### config.mk
export PLATFORM = sky130hd
export DESIGN_NAME = paof_port_override
export DESIGN_NICKNAME = d
export VERILOG_FILES = /design/src/paof_pkg.sv /design/src/paof_sync.sv /design/src/paof_tap.sv /design/src/paof_port_override.sv
export VERILOG_INCLUDE_DIRS = /design/src
export SDC_FILE = /design/constraint.sdc
export NUM_CORES = 1
export LEC_CHECK = 0
export ABC_AREA = 1
export BUFFER_PORTS_ARGS = -buffer_cell sky130_fd_sc_hd__buf_2
export CAP_MARGIN = 30
export CELL_PAD_IN_SITES_DETAIL_PLACEMENT = 1
export CELL_PAD_IN_SITES_GLOBAL_PLACEMENT = 1
export CORE_AREA = 4 4 113 115
export CTS_CLUSTER_DIAMETER = 150
export DETAILED_ROUTE_END_ITERATION = 12
export DIE_AREA = 0 0 117 119
export GPL_ROUTABILITY_DRIVEN = 0
export PLACE_DENSITY_LB_ADDON = 0.15
export SYNTH_ARGS = -nofsm -noshare
export SYNTH_HDL_FRONTEND = slang
export SYNTH_SLANG_ARGS = --single-unit
### constraint.sdc
create_clock -name clk -period 2 [get_ports clk]
set_input_delay 0.1 -clock clk [delete_from_list [all_inputs] [get_ports clk]]
set_output_delay 0.1 -clock clk [all_outputs]
set_load 0.005 [all_outputs]
### src/paof_regs.svh
`ifndef PAOF_REGS_SVH
`define PAOF_REGS_SVH

// Pin indices within port E
`define PAOF_PE_RX 0
`define PAOF_PE_TX 1
`define PAOF_PE_XCK 2
`define PAOF_PE_AIN1 3
`define PAOF_PE_SCL 4
`define PAOF_PE_SDA 5
`define PAOF_PE_DO 6
`define PAOF_PE_CLKO 7
// Pin indices within port F
`define PAOF_PF_TCK 4
`define PAOF_PF_TMS 5
`define PAOF_PF_TDO 6
`define PAOF_PF_TDI 7
// Port G pins
`define PAOF_PG_T1 3
`define PAOF_PG_T0 4
`define PAOF_PG_RST 5
// Port width
`define PAOF_W 8
// Clock edges after reset before the synchronised test clock is trusted
`define PAOF_SYNC_SETTLE 3'h5

`endif

### src/paof_pkg.sv
`default_nettype none
package paof_pkg;
    // Test access controller states, one-hot
    typedef enum logic [15:0] {
        PAOF_TLR = 16'h0001,
        PAOF_RTI = 16'h0002,
        PAOF_SDS = 16'h0004,
        PAOF_CDR = 16'h0008,
        PAOF_SDR = 16'h0010,
        PAOF_E1D = 16'h0020,
        PAOF_PDR = 16'h0040,
        PAOF_E2D = 16'h0080,
        PAOF_UDR = 16'h0100,
        PAOF_SIS = 16'h0200,
        PAOF_CIR = 16'h0400,
        PAOF_SIR = 16'h0800,
        PAOF_E1I = 16'h1000,
        PAOF_PIR = 16'h2000,
        PAOF_E2I = 16'h4000,
        PAOF_UIR = 16'h8000
    } paof_tap_e;
    typedef logic [7:0] paof_byte_t;
endpackage
`default_nettype wire

### src/paof_sync.sv
`include "paof_regs.svh"
`default_nettype none
// Three-stage pin synchroniser; output changes once stages two and three agree
module paof_sync
    import paof_pkg::*;
(
    input wire logic clk,
    input wire logic arst_n,
    input wire logic [`PAOF_W-1:0] d,
    output logic [`PAOF_W-1:0] q
);
    logic [`PAOF_W-1:0] s1;
    logic [`PAOF_W-1:0] s2;
    logic [`PAOF_W-1:0] s3;

    always_ff @(posedge clk or negedge arst_n) begin
        if (!arst_n) begin
            s1 <= 8'h00;
            s2 <= 8'h00;
            s3 <= 8'h00;
        end else begin
            s1 <= d;
            s2 <= s1;
            s3 <= s2;
        end
    end

    genvar i;
    generate
        for (i = 0; i < `PAOF_W; i++) begin : g_bit
            always_ff @(posedge clk or negedge arst_n) begin
                if (!arst_n) begin
                    q[i] <= 1'b0;
                end else if (s2[i] == s3[i]) begin
                    q[i] <= s3[i];
                end
            end
        end
    endgenerate
endmodule
`default_nettype wire

### src/paof_tap.sv
`include "paof_regs.svh"
`default_nettype none
// Test access controller, advanced on sampled test-clock rising edges
module paof_tap
    import paof_pkg::*;
(
    input wire logic clk,
    input wire logic arst_n,
    input wire logic enable,
    input wire logic tck_rise,
    input wire logic tms,
    output paof_tap_e state
);
    paof_tap_e next_state;

    always_comb begin
        next_state = state;
        case (state)
            PAOF_TLR: next_state = tms ? PAOF_TLR : PAOF_RTI;
            PAOF_RTI: next_state = tms ? PAOF_SDS : PAOF_RTI;
            PAOF_SDS: next_state = tms ? PAOF_SIS : PAOF_CDR;
            PAOF_CDR: next_state = tms ? PAOF_E1D : PAOF_SDR;
            PAOF_SDR: next_state = tms ? PAOF_E1D : PAOF_SDR;
            PAOF_E1D: next_state = tms ? PAOF_UDR : PAOF_PDR;
            PAOF_PDR: next_state = tms ? PAOF_E2D : PAOF_PDR;
            PAOF_E2D: next_state = tms ? PAOF_UDR : PAOF_SDR;
            PAOF_UDR: next_state = tms ? PAOF_SDS : PAOF_RTI;
            PAOF_SIS: next_state = tms ? PAOF_TLR : PAOF_CIR;
            PAOF_CIR: next_state = tms ? PAOF_E1I : PAOF_SIR;
            PAOF_SIR: next_state = tms ? PAOF_E1I : PAOF_SIR;
            PAOF_E1I: next_state = tms ? PAOF_UIR : PAOF_PIR;
            PAOF_PIR: next_state = tms ? PAOF_E2I : PAOF_PIR;
            PAOF_E2I: next_state = tms ? PAOF_UIR : PAOF_SIR;
            PAOF_UIR: next_state = tms ? PAOF_SDS : PAOF_RTI;
            default: next_state = PAOF_TLR;
        endcase
    end

    always_ff @(posedge clk or negedge arst_n) begin
        if (!arst_n) begin
            state <= PAOF_TLR;
        end else if (!enable) begin
            state <= PAOF_TLR;
        end else if (tck_rise) begin
            state <= next_state;
        end
    end
endmodule
`default_nettype wire

### src/paof_port_override.sv
`include "paof_regs.svh"
`default_nettype none
module paof_port_override
    import paof_pkg::*;
(
    input wire logic clk,
    input wire logic arst_n,
    input wire logic global_pullup_disable,
    input wire logic [7:0] pe_port,
    input wire logic [7:0] pe_ddr,
    input wire logic [7:0] pe_pin_change_enable,
    input wire logic pin_change_group0_enable,
    input wire logic receiver_enable_flag,
    input wire logic transmitter_enable_flag,
    input wire logic serial_transmit_line,
    input wire logic clock_output_fuse,
    input wire logic io_clock,
    input wire logic serif_two_wire_mode,
    input wire logic serif_three_wire_mode,
    input wire logic serial_clock_hold,
    input wire logic serial_clock_toggle_strobe,
    input wire logic serif_data_out,
    input wire logic start_condition_int_enable,
    input wire logic comparator_neg_digital_disable,
    input wire logic comparator_pos_digital_disable,
    input wire logic usart_sync_mode,
    input wire logic usart_ext_clock_out,
    input wire logic test_port_enable,
    input wire logic test_data_out,
    input wire logic [7:0] pf_port,
    input wire logic [7:0] pf_ddr,
    input wire logic [7:0] pg_pin_in,
    input wire logic [7:0] pe_pin_in,
    input wire logic [7:0] pf_pin_in,
    output logic [7:0] pe_out,
    output logic [7:0] pe_oe_n,
    output logic [7:0] pe_pullup,
    output logic [7:0] pe_in_enable,
    output logic [7:0] pe_toggle,
    output logic [7:0] pf_out,
    output logic [7:0] pf_oe_n,
    output logic [7:0] pf_pullup,
    output logic [7:0] pf_in_enable,
    output logic [3:0] converter_channel_en,
    output logic counter0_external_clock,
    output logic counter1_external_clock,
    output logic usart_external_clock,
    output logic reset_input_pin,
    output logic test_data_in,
    output logic test_mode_select,
    output paof_tap_e tap_state
);
    //==========================================================
    // Input synchronisers
    logic [7:0] pe_s;
    logic [7:0] pf_s;
    logic [7:0] pg_s;
    logic tck_prev;
    logic tck_rise;

    paof_sync u_sync_e (.clk(clk), .arst_n(arst_n), .d(pe_pin_in), .q(pe_s));
    paof_sync u_sync_f (.clk(clk), .arst_n(arst_n), .d(pf_pin_in), .q(pf_s));
    paof_sync u_sync_g (.clk(clk), .arst_n(arst_n), .d(pg_pin_in), .q(pg_s));

    //==========================================================
    // Override enables and values per port E pin
    logic [7:0] puoe, puov, ddoe, ddov, pvoe, pvov, dieoe, dieov;
    logic [7:0] pc;

    assign pc = pe_pin_change_enable & {8{pin_change_group0_enable}};

    always_comb begin
        puoe = 8'h00;
        puov = 8'h00;
        ddoe = 8'h00;
        ddov = 8'h00;
        pvoe = 8'h00;
        pvov = 8'h00;
        dieoe = pc;
        dieov = 8'hff;
        ddoe[`PAOF_PE_RX] = receiver_enable_flag;
        ddov[`PAOF_PE_RX] = 1'b0;
        puoe[`PAOF_PE_RX] = receiver_enable_flag;
        puov[`PAOF_PE_RX] = pe_port[`PAOF_PE_RX] & ~global_pullup_disable;
        puoe[`PAOF_PE_TX] = transmitter_enable_flag;
        ddoe[`PAOF_PE_TX] = transmitter_enable_flag;
        ddov[`PAOF_PE_TX] = 1'b1;
        pvoe[`PAOF_PE_TX] = transmitter_enable_flag;
        pvov[`PAOF_PE_TX] = serial_transmit_line;
        // external clock drive in sync mode with direction bit set
        pvoe[`PAOF_PE_XCK] = usart_sync_mode & pe_ddr[`PAOF_PE_XCK];
        pvov[`PAOF_PE_XCK] = usart_ext_clock_out;
        dieoe[`PAOF_PE_AIN1] = pc[`PAOF_PE_AIN1] | comparator_neg_digital_disable;
        dieov[`PAOF_PE_AIN1] = pc[`PAOF_PE_AIN1];
        dieoe[`PAOF_PE_XCK] = pc[`PAOF_PE_XCK] | comparator_pos_digital_disable;
        dieov[`PAOF_PE_XCK] = pc[`PAOF_PE_XCK];
        puoe[`PAOF_PE_SCL] = serif_two_wire_mode;
        ddoe[`PAOF_PE_SCL] = serif_two_wire_mode;
        ddov[`PAOF_PE_SCL] = (serial_clock_hold & pe_port[`PAOF_PE_SCL]) | pe_ddr[`PAOF_PE_SCL];
        pvoe[`PAOF_PE_SCL] = serif_two_wire_mode & pe_ddr[`PAOF_PE_SCL];
        puoe[`PAOF_PE_SDA] = serif_two_wire_mode;
        ddoe[`PAOF_PE_SDA] = serif_two_wire_mode;
        ddov[`PAOF_PE_SDA] = (pe_s[`PAOF_PE_SDA] | pe_port[`PAOF_PE_SDA]) & pe_ddr[`PAOF_PE_SDA];
        pvoe[`PAOF_PE_SDA] = serif_two_wire_mode & pe_ddr[`PAOF_PE_SDA];
        dieoe[`PAOF_PE_SCL] = pc[`PAOF_PE_SCL] | start_condition_int_enable;
        dieoe[`PAOF_PE_SDA] = pc[`PAOF_PE_SDA] | start_condition_int_enable;
        pvoe[`PAOF_PE_DO] = serif_three_wire_mode;
        pvov[`PAOF_PE_DO] = serif_data_out;
        ddoe[`PAOF_PE_CLKO] = clock_output_fuse;
        ddov[`PAOF_PE_CLKO] = 1'b1;
        pvoe[`PAOF_PE_CLKO] = clock_output_fuse;
        pvov[`PAOF_PE_CLKO] = io_clock;
    end

    //==========================================================
    // Port E pin drivers
    logic [7:0] pe_dir;
    logic [7:0] next_pe_out;
    logic [7:0] next_pe_pu;
    logic [7:0] next_pe_ie;

    assign pe_dir = (ddoe & ddov) | (~ddoe & pe_ddr);
    assign next_pe_out = (pvoe & pvov) | (~pvoe & pe_port);
    assign next_pe_pu = (puoe & puov) | (~puoe & pe_port & ~pe_dir & {8{~global_pullup_disable}});
    assign next_pe_ie = (dieoe & dieov) | ~dieoe;

    always_ff @(posedge clk or negedge arst_n) begin
        if (!arst_n) begin
            pe_out <= 8'h00;
            pe_oe_n <= 8'hff;
            pe_pullup <= 8'h00;
            pe_in_enable <= 8'h00;
            pe_toggle <= 8'h00;
        end else begin
            pe_out <= next_pe_out;
            pe_oe_n <= ~pe_dir;
            pe_pullup <= next_pe_pu;
            pe_in_enable <= next_pe_ie;
            pe_toggle <= {3'h0, serif_two_wire_mode & serial_clock_toggle_strobe, 4'h0};
        end
    end

    //==========================================================
    // Test access controller
    always_ff @(posedge clk or negedge arst_n) begin
        if (!arst_n) begin
            tck_prev <= 1'b0;
        end else begin
            tck_prev <= pf_s[`PAOF_PF_TCK];
        end
    end

    // ignore the synchroniser's jump from its reset value to a pulled-up pin
    logic [2:0] tck_settle;
    always_ff @(posedge clk or negedge arst_n) begin
        if (!arst_n) begin
            tck_settle <= 3'h0;
        end else if (tck_settle != `PAOF_SYNC_SETTLE) begin
            tck_settle <= tck_settle + 3'h1;
        end
    end

    // steps only on test clock rise
    assign tck_rise = pf_s[`PAOF_PF_TCK] & ~tck_prev & (tck_settle == `PAOF_SYNC_SETTLE);

    paof_tap u_tap (
        .clk(clk),
        .arst_n(arst_n),
        .enable(test_port_enable),
        .tck_rise(tck_rise),
        .tms(pf_s[`PAOF_PF_TMS]),
        .state(tap_state)
    );

    logic shifting;
    assign shifting = (tap_state == PAOF_SIR) || (tap_state == PAOF_SDR);

    //==========================================================
    // Port F pin drivers
    logic [7:0] pf_dir;
    logic [7:0] jt;
    assign jt = {4'hf, 4'h0} & {8{test_port_enable}};
    // data out drives only while shifting
    assign pf_dir = (~jt & pf_ddr) | ({1'b0, shifting, 6'h00} & jt);

    always_ff @(posedge clk or negedge arst_n) begin
        if (!arst_n) begin
            pf_out <= 8'h00;
            pf_oe_n <= 8'hff;
            pf_in_enable <= 8'h00;
            test_data_in <= 1'b0;
            test_mode_select <= 1'b0;
            converter_channel_en <= 4'h0;
        end else begin
            pf_out <= (~jt & pf_port) | ({1'b0, test_data_out, 6'h00} & jt);
            pf_oe_n <= ~pf_dir;
            // input off on test pins except clock
            pf_in_enable <= (~jt & 8'hf0) | (jt & 8'h10);
            test_data_in <= pf_s[`PAOF_PF_TDI];
            test_mode_select <= pf_s[`PAOF_PF_TMS];
            converter_channel_en <= 4'hf;
        end
    end

    // pull-ups stay on under reset, so combinational from enable
    assign pf_pullup = jt | (~jt & pf_port & ~pf_ddr & {8{~global_pullup_disable}});

    //==========================================================
    // Port G inputs
    always_ff @(posedge clk or negedge arst_n) begin
        if (!arst_n) begin
            counter0_external_clock <= 1'b0;
            counter1_external_clock <= 1'b0;
            reset_input_pin <= 1'b1;
            usart_external_clock <= 1'b0;
        end else begin
            counter0_external_clock <= pg_s[`PAOF_PG_T0];
            counter1_external_clock <= pg_s[`PAOF_PG_T1];
            reset_input_pin <= pg_s[`PAOF_PG_RST];
            // external clock input when direction clear
            usart_external_clock <= usart_sync_mode & ~pe_ddr[`PAOF_PE_XCK] & pe_s[`PAOF_PE_XCK];
        end
    end

    //==========================================================
    // Checks
    // receive pin input
    property p_rx_in;
        @(posedge clk) disable iff (!arst_n) receiver_enable_flag |=> pe_oe_n[0];
    endproperty
    a_rx_in: assert property (p_rx_in) else $error("rx pin driven");
    property p_rx_pu;
        @(posedge clk) disable iff (!arst_n)
            receiver_enable_flag |=> pe_pullup[0] == ($past(pe_port[0]) & ~$past(global_pullup_disable));
    endproperty
    a_rx_pu: assert property (p_rx_pu) else $error("rx pull-up wrong");
    property p_tx;
        @(posedge clk) disable iff (!arst_n)
            transmitter_enable_flag |=> !pe_oe_n[1] && !pe_pullup[1] && pe_out[1] == $past(serial_transmit_line);
    endproperty
    a_tx: assert property (p_tx) else $error("tx pin wrong");
    property p_clko;
        @(posedge clk) disable iff (!arst_n) clock_output_fuse |=> !pe_oe_n[7] && pe_out[7] == $past(io_clock);
    endproperty
    a_clko: assert property (p_clko) else $error("clock out wrong");
    property p_sda;
        @(posedge clk) disable iff (!arst_n) serif_two_wire_mode && pe_ddr[5] |=> !pe_out[5] && !pe_pullup[5];
    endproperty
    a_sda: assert property (p_sda) else $error("data pin not open drain");
    property p_do;
        @(posedge clk) disable iff (!arst_n) serif_three_wire_mode |=> pe_out[6] == $past(serif_data_out);
    endproperty
    a_do: assert property (p_do) else $error("data out wrong");
    property p_tdo;
        @(posedge clk) disable iff (!arst_n) test_port_enable && !shifting |=> pf_oe_n[6];
    endproperty
    a_tdo: assert property (p_tdo) else $error("tdo driven outside shift");
    property p_jpu;
        @(posedge clk) test_port_enable |-> pf_pullup[7:4] == 4'hf;
    endproperty
    a_jpu: assert property (p_jpu) else $error("test pull-ups off");
    property p_fie;
        @(posedge clk) disable iff (!arst_n) test_port_enable |=> pf_in_enable[7:4] == 4'h1 && pf_in_enable[3:0] == 4'h0;
    endproperty
    a_fie: assert property (p_fie) else $error("port F input enables wrong");
    property p_tap_hold;
        @(posedge clk) disable iff (!arst_n) test_port_enable && !tck_rise |=> $stable(tap_state);
    endproperty
    a_tap_hold: assert property (p_tap_hold) else $error("test controller moved without clock");
    property p_toggle;
        @(posedge clk) disable iff (!arst_n)
            serif_two_wire_mode && serial_clock_toggle_strobe |=> pe_toggle[4];
    endproperty
    a_toggle: assert property (p_toggle) else $error("clock pin toggle missing");
endmodule
`default_nettype wire

Word-level counts from Yosys, hierarchy flattened:

Index checks and enable logic that the tools add are counted.

* flip-flop bits (word level): 152
* latch bits: 0
* bits in writable memories: 0
* memory bits (read-only): 0
* input bits: 85
* output and inout bits: 98
* memories: 0

* add/sub/neg operators: 1
* multiply operators: 0
* div/mod/pow operators: 0
* $lt $le $gt $ge: 0
* equality and inequality tests: 27
* shift-type cells: 0
* mux-type cells: 15
* bitwise logic cells: 52
* reduce and logical (&&, ||, !) cells: 4

Operators by type and width (number)
* $pmux W16 S12: 1
* $and A8 B8 Y8: 13
* $mux W16: 4
* $not A8 Y8: 7
* $or A8 B8 Y8: 6
* $mux W9: 2
* $and A7 B8 Y8: 2
* $eq A16 B1 Y1 const B: 1
* $eq A16 B10 Y1 const B: 1
* $eq A16 B11 Y1 const B: 1
* $eq A16 B12 Y1 const B: 1
* $eq A16 B13 Y1 const B: 1
* $eq A16 B14 Y1 const B: 1
* $eq A16 B15 Y1 const B: 1
* $eq A16 B16 Y1 const B: 1
* $eq A16 B2 Y1 const B: 1
* $eq A16 B3 Y1 const B: 1
* $eq A16 B4 Y1 const B: 1
* $eq A16 B5 Y1 const B: 1
* $eq A16 B6 Y1 const B: 1
* $eq A16 B7 Y1 const B: 1
* $eq A16 B8 Y1 const B: 1
* $eq A16 B9 Y1 const B: 1
* $mux W15: 1
* 22 further kinds: 47

Depth between registers and ports, before layout:

* word-level depth: 8
* depth in mapped cells: 11
* depth with buffers taken out: 11

Hierarchy:

From an unflattened synthesis, not the netlist that was laid out.

* cell total of the unflattened synthesis: 523
* area, all modules: 5928.2 sq um

By module, submodules not included
* paof_sync: times used 3, cells an instance 64, area each 930.9 sq um, seq. area each 800.8 sq um
* paof_port_override: times used 1, cells an instance 192, area each 2117.0 sq um, seq. area each 1397.6 sq um
* paof_tap: times used 1, cells an instance 139, area each 1018.5 sq um, seq. area each 401.6 sq um

Worst setup path after synthesis:

OpenSTA, ideal clock, no wires.

* kind: reg-to-reg
* start: register tck_settle[1]
* end: register u_tap.state[8]
* arrival: 1.330 ns
* required time: 1.917 ns
* slack: 0.588 ns
* cell stages (with the launch flop): 11
* period minus slack after synthesis: 1.412 ns
* cell sequence: dfrtp_1 > inv_1 > ha_1 > nand2_2 > nor3b_2 > inv_2 > nor2_4 > inv_2 > nor2_4 > o21ai_0 > o21ai_0

* word-level cells in the longest chain between the ends: 3

RTL lines
* from (decl): RTL line paof_port_override.sv:154 `logic [2:0] tck_settle;`
* from (signal assigned): RTL line paof_port_override.sv:159 `tck_settle <= tck_settle + 3'h1;`
* $eq A3 B3 Y1 (no source line)
* $and A1 B1 Y1: RTL line paof_port_override.sv:164 `` assign tck_rise = pf_s[`PAOF_PF_TCK] & ~tck_prev & (tck_settle == `PAOF_SYNC_SETTLE); ``
* $ne A2 B1 Y1 (no source line)
* to (signal assigned): RTL line paof_tap.sv:45 `state <= next_state;`
* to (decl): RTL line paof_tap.sv:12 `output paof_tap_e state`

No other way between the ends.
A chain may end at the register's enable or synchronous reset.

Final worst setup path:

* start: register tck_settle[1]
* end: register u_tap.state[0]

Same word-level chain as after synthesis.

==> results_dict.tcl <==
set metrics [dict create \
    worst_setup_path_start_kind "register" \
    synth-seq-area-share 0.6441 \
    ff_latch_area_sq_um 2600 \
    die_width_um 117 \
    clkPwrFrac 0.390 \
    row_count 40 \
    critical_path_arrival_ns 1.95 \
    synthTopCellsByArea "dfrtp_1, dfstp_2, nand2_1" \
    drtIter0Drc 100 \
    drive_gt1_frac 0.3568 \
    dpl_cell_area_sq_um 4827 \
    intPower_mw 3.428 \
    clock_latency_ns 0.34 \
    clk_pin_slew_ns 0.07 \
    dp_hpwl_um 7757 \
    power_density_nw_per_um2 786.5 \
    status "finished, final reports clean" \
    crit_family "simple AND/OR/NAND/NOR gates" \
    fillers 1335 \
    yosys.area.top_type "dfrtp_1" \
    postRouteAntennaNets 0 \
    ys.flop_type "dfrtp_1" \
    design.portCount 183 \
    fmax_mhz 598.5 \
    cap_violations 0 \
    final_cells 730 \
    cts.hold.buffers_added 60 \
    worst_pin_slew_ns 0.5436 \
    fin_area_sq_um 5724 \
    antenna_cells 0 \
    area_growth_pct 41.82 \
    slowest_stage "dfrtp_1" \
    wirelength_um 11550 \
    leakage_nw 2.963 \
    cts_setup_buffers 0 \
    htreeDepth 3 \
    netSwitchingPower_mw 1.074 \
    chipHeight_um 119 \
    critical_path_class "reg2reg" \
    synth_edf_count 0 \
    multi_input_area_sq_um 1089 \
    io_buffers 148 \
    grt_max_degree 48 \
    timing.critical_path.buf_inv 2 \
    grt_pass1_wl_um 19310 \
    dr_total_vias 3308 \
    max_slew_margin 0.6376 \
    critPathMaxFanout 14 \
    finalSetupViolCount 0 \
    syn_inst 375 \
    post-route-period-util 0.8354 \
    slew_violations 0 \
    end_kind "register" \
    cts_tree "yes" \
    start_util 0.3417 \
    avgSynthCellArea_sq_um 10.76 \
    cts_buffers 9 \
    clkSinkCount 103 \
    synth.distinct_cells 36 \
    layout_min_cycle_time_ns 1.671 \
    die_area_sq_um 13920 \
    grt.total_usage 0.1789 \
    drc 0 \
    antenna_found_initial 0 \
    fin_nets 665 \
    hp-class "in2reg" \
    wl_per_cell_um 15.82 \
    vdd_ir_drop_max_v 0.0003869 \
    rsz0062_at_grt "no" \
    yosysTopAreaCellShare 0.5270 \
    grt_pass1_vias 3834 \
    ys_ff_latch 103 \
    cp_slowest_stage_delay_ns 0.40 \
    synthArstFlopShare 1.000 \
    pwr-share-seq 0.501 \
    clockBufferDepth 2 \
    required_ns 2.28 \
    combinationalPowerShare 0.109 \
    fin_setup_tns_ns 0 \
    crit_path_cell_trace "inv_1 -> ha_1 -> nand2_2 -> nor3b_2 -> inv_2 -> nand2_1 -> nor2_1 -> a21oi_2" \
    cts_resized 0 \
    numPlacedInstances 654 \
    overflow 0 \
    timing_hold_violations_final 0 \
    synth-warning-count 0 \
    swShare 0.2385 \
    vias_per_cell 4.532 \
    firstDrtPassIters 4 \
    synth_area_sq_um 4036 \
    core_area_sq_um 11810 \
    final_core_util 0.4846 \
    cts-root-buf "clkbuf_16" \
    skew_ns 0.004682 \
]
[metrics by stage]
stage               hold slack [ns]  setup slack [ns]  total power [mW]
global placement             0.1233            0.3686             2.675
floorplan                   -0.1956            0.5877             2.467
detailed placement           0.1240            0.3100             2.686
CTS                        0.004051            0.2996             4.552
global route                0.03695            0.1476             4.731
finish                      0.02672            0.3292             4.502
[cell usage in the layout, fill, tap and decap left out, drive strengths merged, types with 2 or more instances in the layout]
cell and instances:
nand2 65, o21ai 15, nor2 44, a21oi 5, dfrtp 85, o31ai 5, nand3b 2, dfstp 18
dlygate4sd3 60, nand3 23, maj3 8, clkbuf 11, ha 2, nand4 3, nor4 5, conb 12
o22ai 6, inv 52, nor3 4, buf 150, a31oi 2
[cells by family after synthesis]
kind of cell,share of synthesized area
AO/OA/AOI/OAI,0.05022
XOR/XNOR,0.004341
adder cells (fa/ha/maj),0.02604
buffers and inverters,0.09548
flip-flops,0.6441
other,0.001861
AND/OR/NAND/NOR,0.1779
[power groups by stage]
stage | sequential [mW] | clock, mW | combinational [mW]
finish | 2.25 | 1.76 | 0.490
global placement | 2.29 | 0 | 0.386
CTS | 2.26 | 1.81 | 0.485
global route | 2.27 | 1.91 | 0.550
floorplan | 2.29 | 0 | 0.173
detailed placement | 2.29 | 0 | 0.392
[synth_stat cells, types with 4 or more instances]
| library cell | number |
|---|---|
| dfrtp_1 | 85 |
| nand2_1 | 60 |
| inv_1 | 44 |
| nor2_1 | 34 |
| buf_4 | 23 |
| nand3_1 | 20 |
| dfstp_2 | 18 |
| o21ai_0 | 13 |
| maj3_1 | 8 |
| o22ai_1 | 6 |
| inv_2 | 5 |
| nor2_4 | 5 |
| nor4_1 | 5 |
| o31ai_1 | 5 |
| a21oi_1 | 4 |
| nand2_2 | 4 |
| nor2_2 | 4 |
| nor3_1 | 4 |
[final cells by class]
cell class / instances / share of cell area
Tap cell: 147 / 0.03213
Clock buffer: 11 / 0.04066
Inverter: 49 / 0.03213
Timing Repair Buffer: 210 / 0.2396
Sequential cell: 103 / 0.4542
Multi-Input combinational cell: 205 / 0.1902
Clock inverter: 5 / 0.01115
[sequential cells by signal, indices dropped and copies added (netlist names), 8 cells and up]
register	cells
pe_pullup	8
pf_oe_n	8
pf_out	8
pe_oe_n	8
pe_out	8
u_tap.state	16
[worst reg2reg max path: stages, from the launching register on]
cell	delay [ns]
dfrtp_1	0.40
inv_1	0.06
ha_1	0.14
nand2_2	0.10
nor3b_2	0.18
inv_2	0.09
nand2_1	0.38
nor2_1	0.13
a21oi_2	0.13
[per-layer routing]
metal,share of wire,up-vias,global-route usage
met4,0.029,0,0.07670
met3,0.081,28,0.06504
met1,0.39,1608,0.2102
met2,0.50,114,0.2916
met5,0,-,0
li1,-,1558,-
[path summary, 6_finish.rpt]
| path | start | endpoint | slack [ns] | cells past startpoint |
|---|---|---|---|---|
| setup / recovery | tck_settle[1]$_DFFE_PN0N_ | u_tap.state[0]$_DFFE_PN1P_ | 0.33 | 8 |
| hold / removal | pe_port[1] | pe_pullup[1]$_DFF_PN0_ | 0.03 | 3 |
| setup reg to reg | tck_settle[1]$_DFFE_PN0N_ | u_tap.state[0]$_DFFE_PN1P_ | 0.33 | 8 |
| hold reg to reg | u_sync_g.s1[4]$_DFF_PN0_ | u_sync_g.s2[4]$_DFF_PN0_ | 0.35 | 0 |
| max in group asynchronous | arst_n | pe_oe_n[2]$_DFF_PN1_ | 1.02 | 3 |
| min in group asynchronous | arst_n | u_sync_g.q[5]$_DFFE_PN0N_ | 0.27 | 2 |
Power figures use the tool's default switching activity.
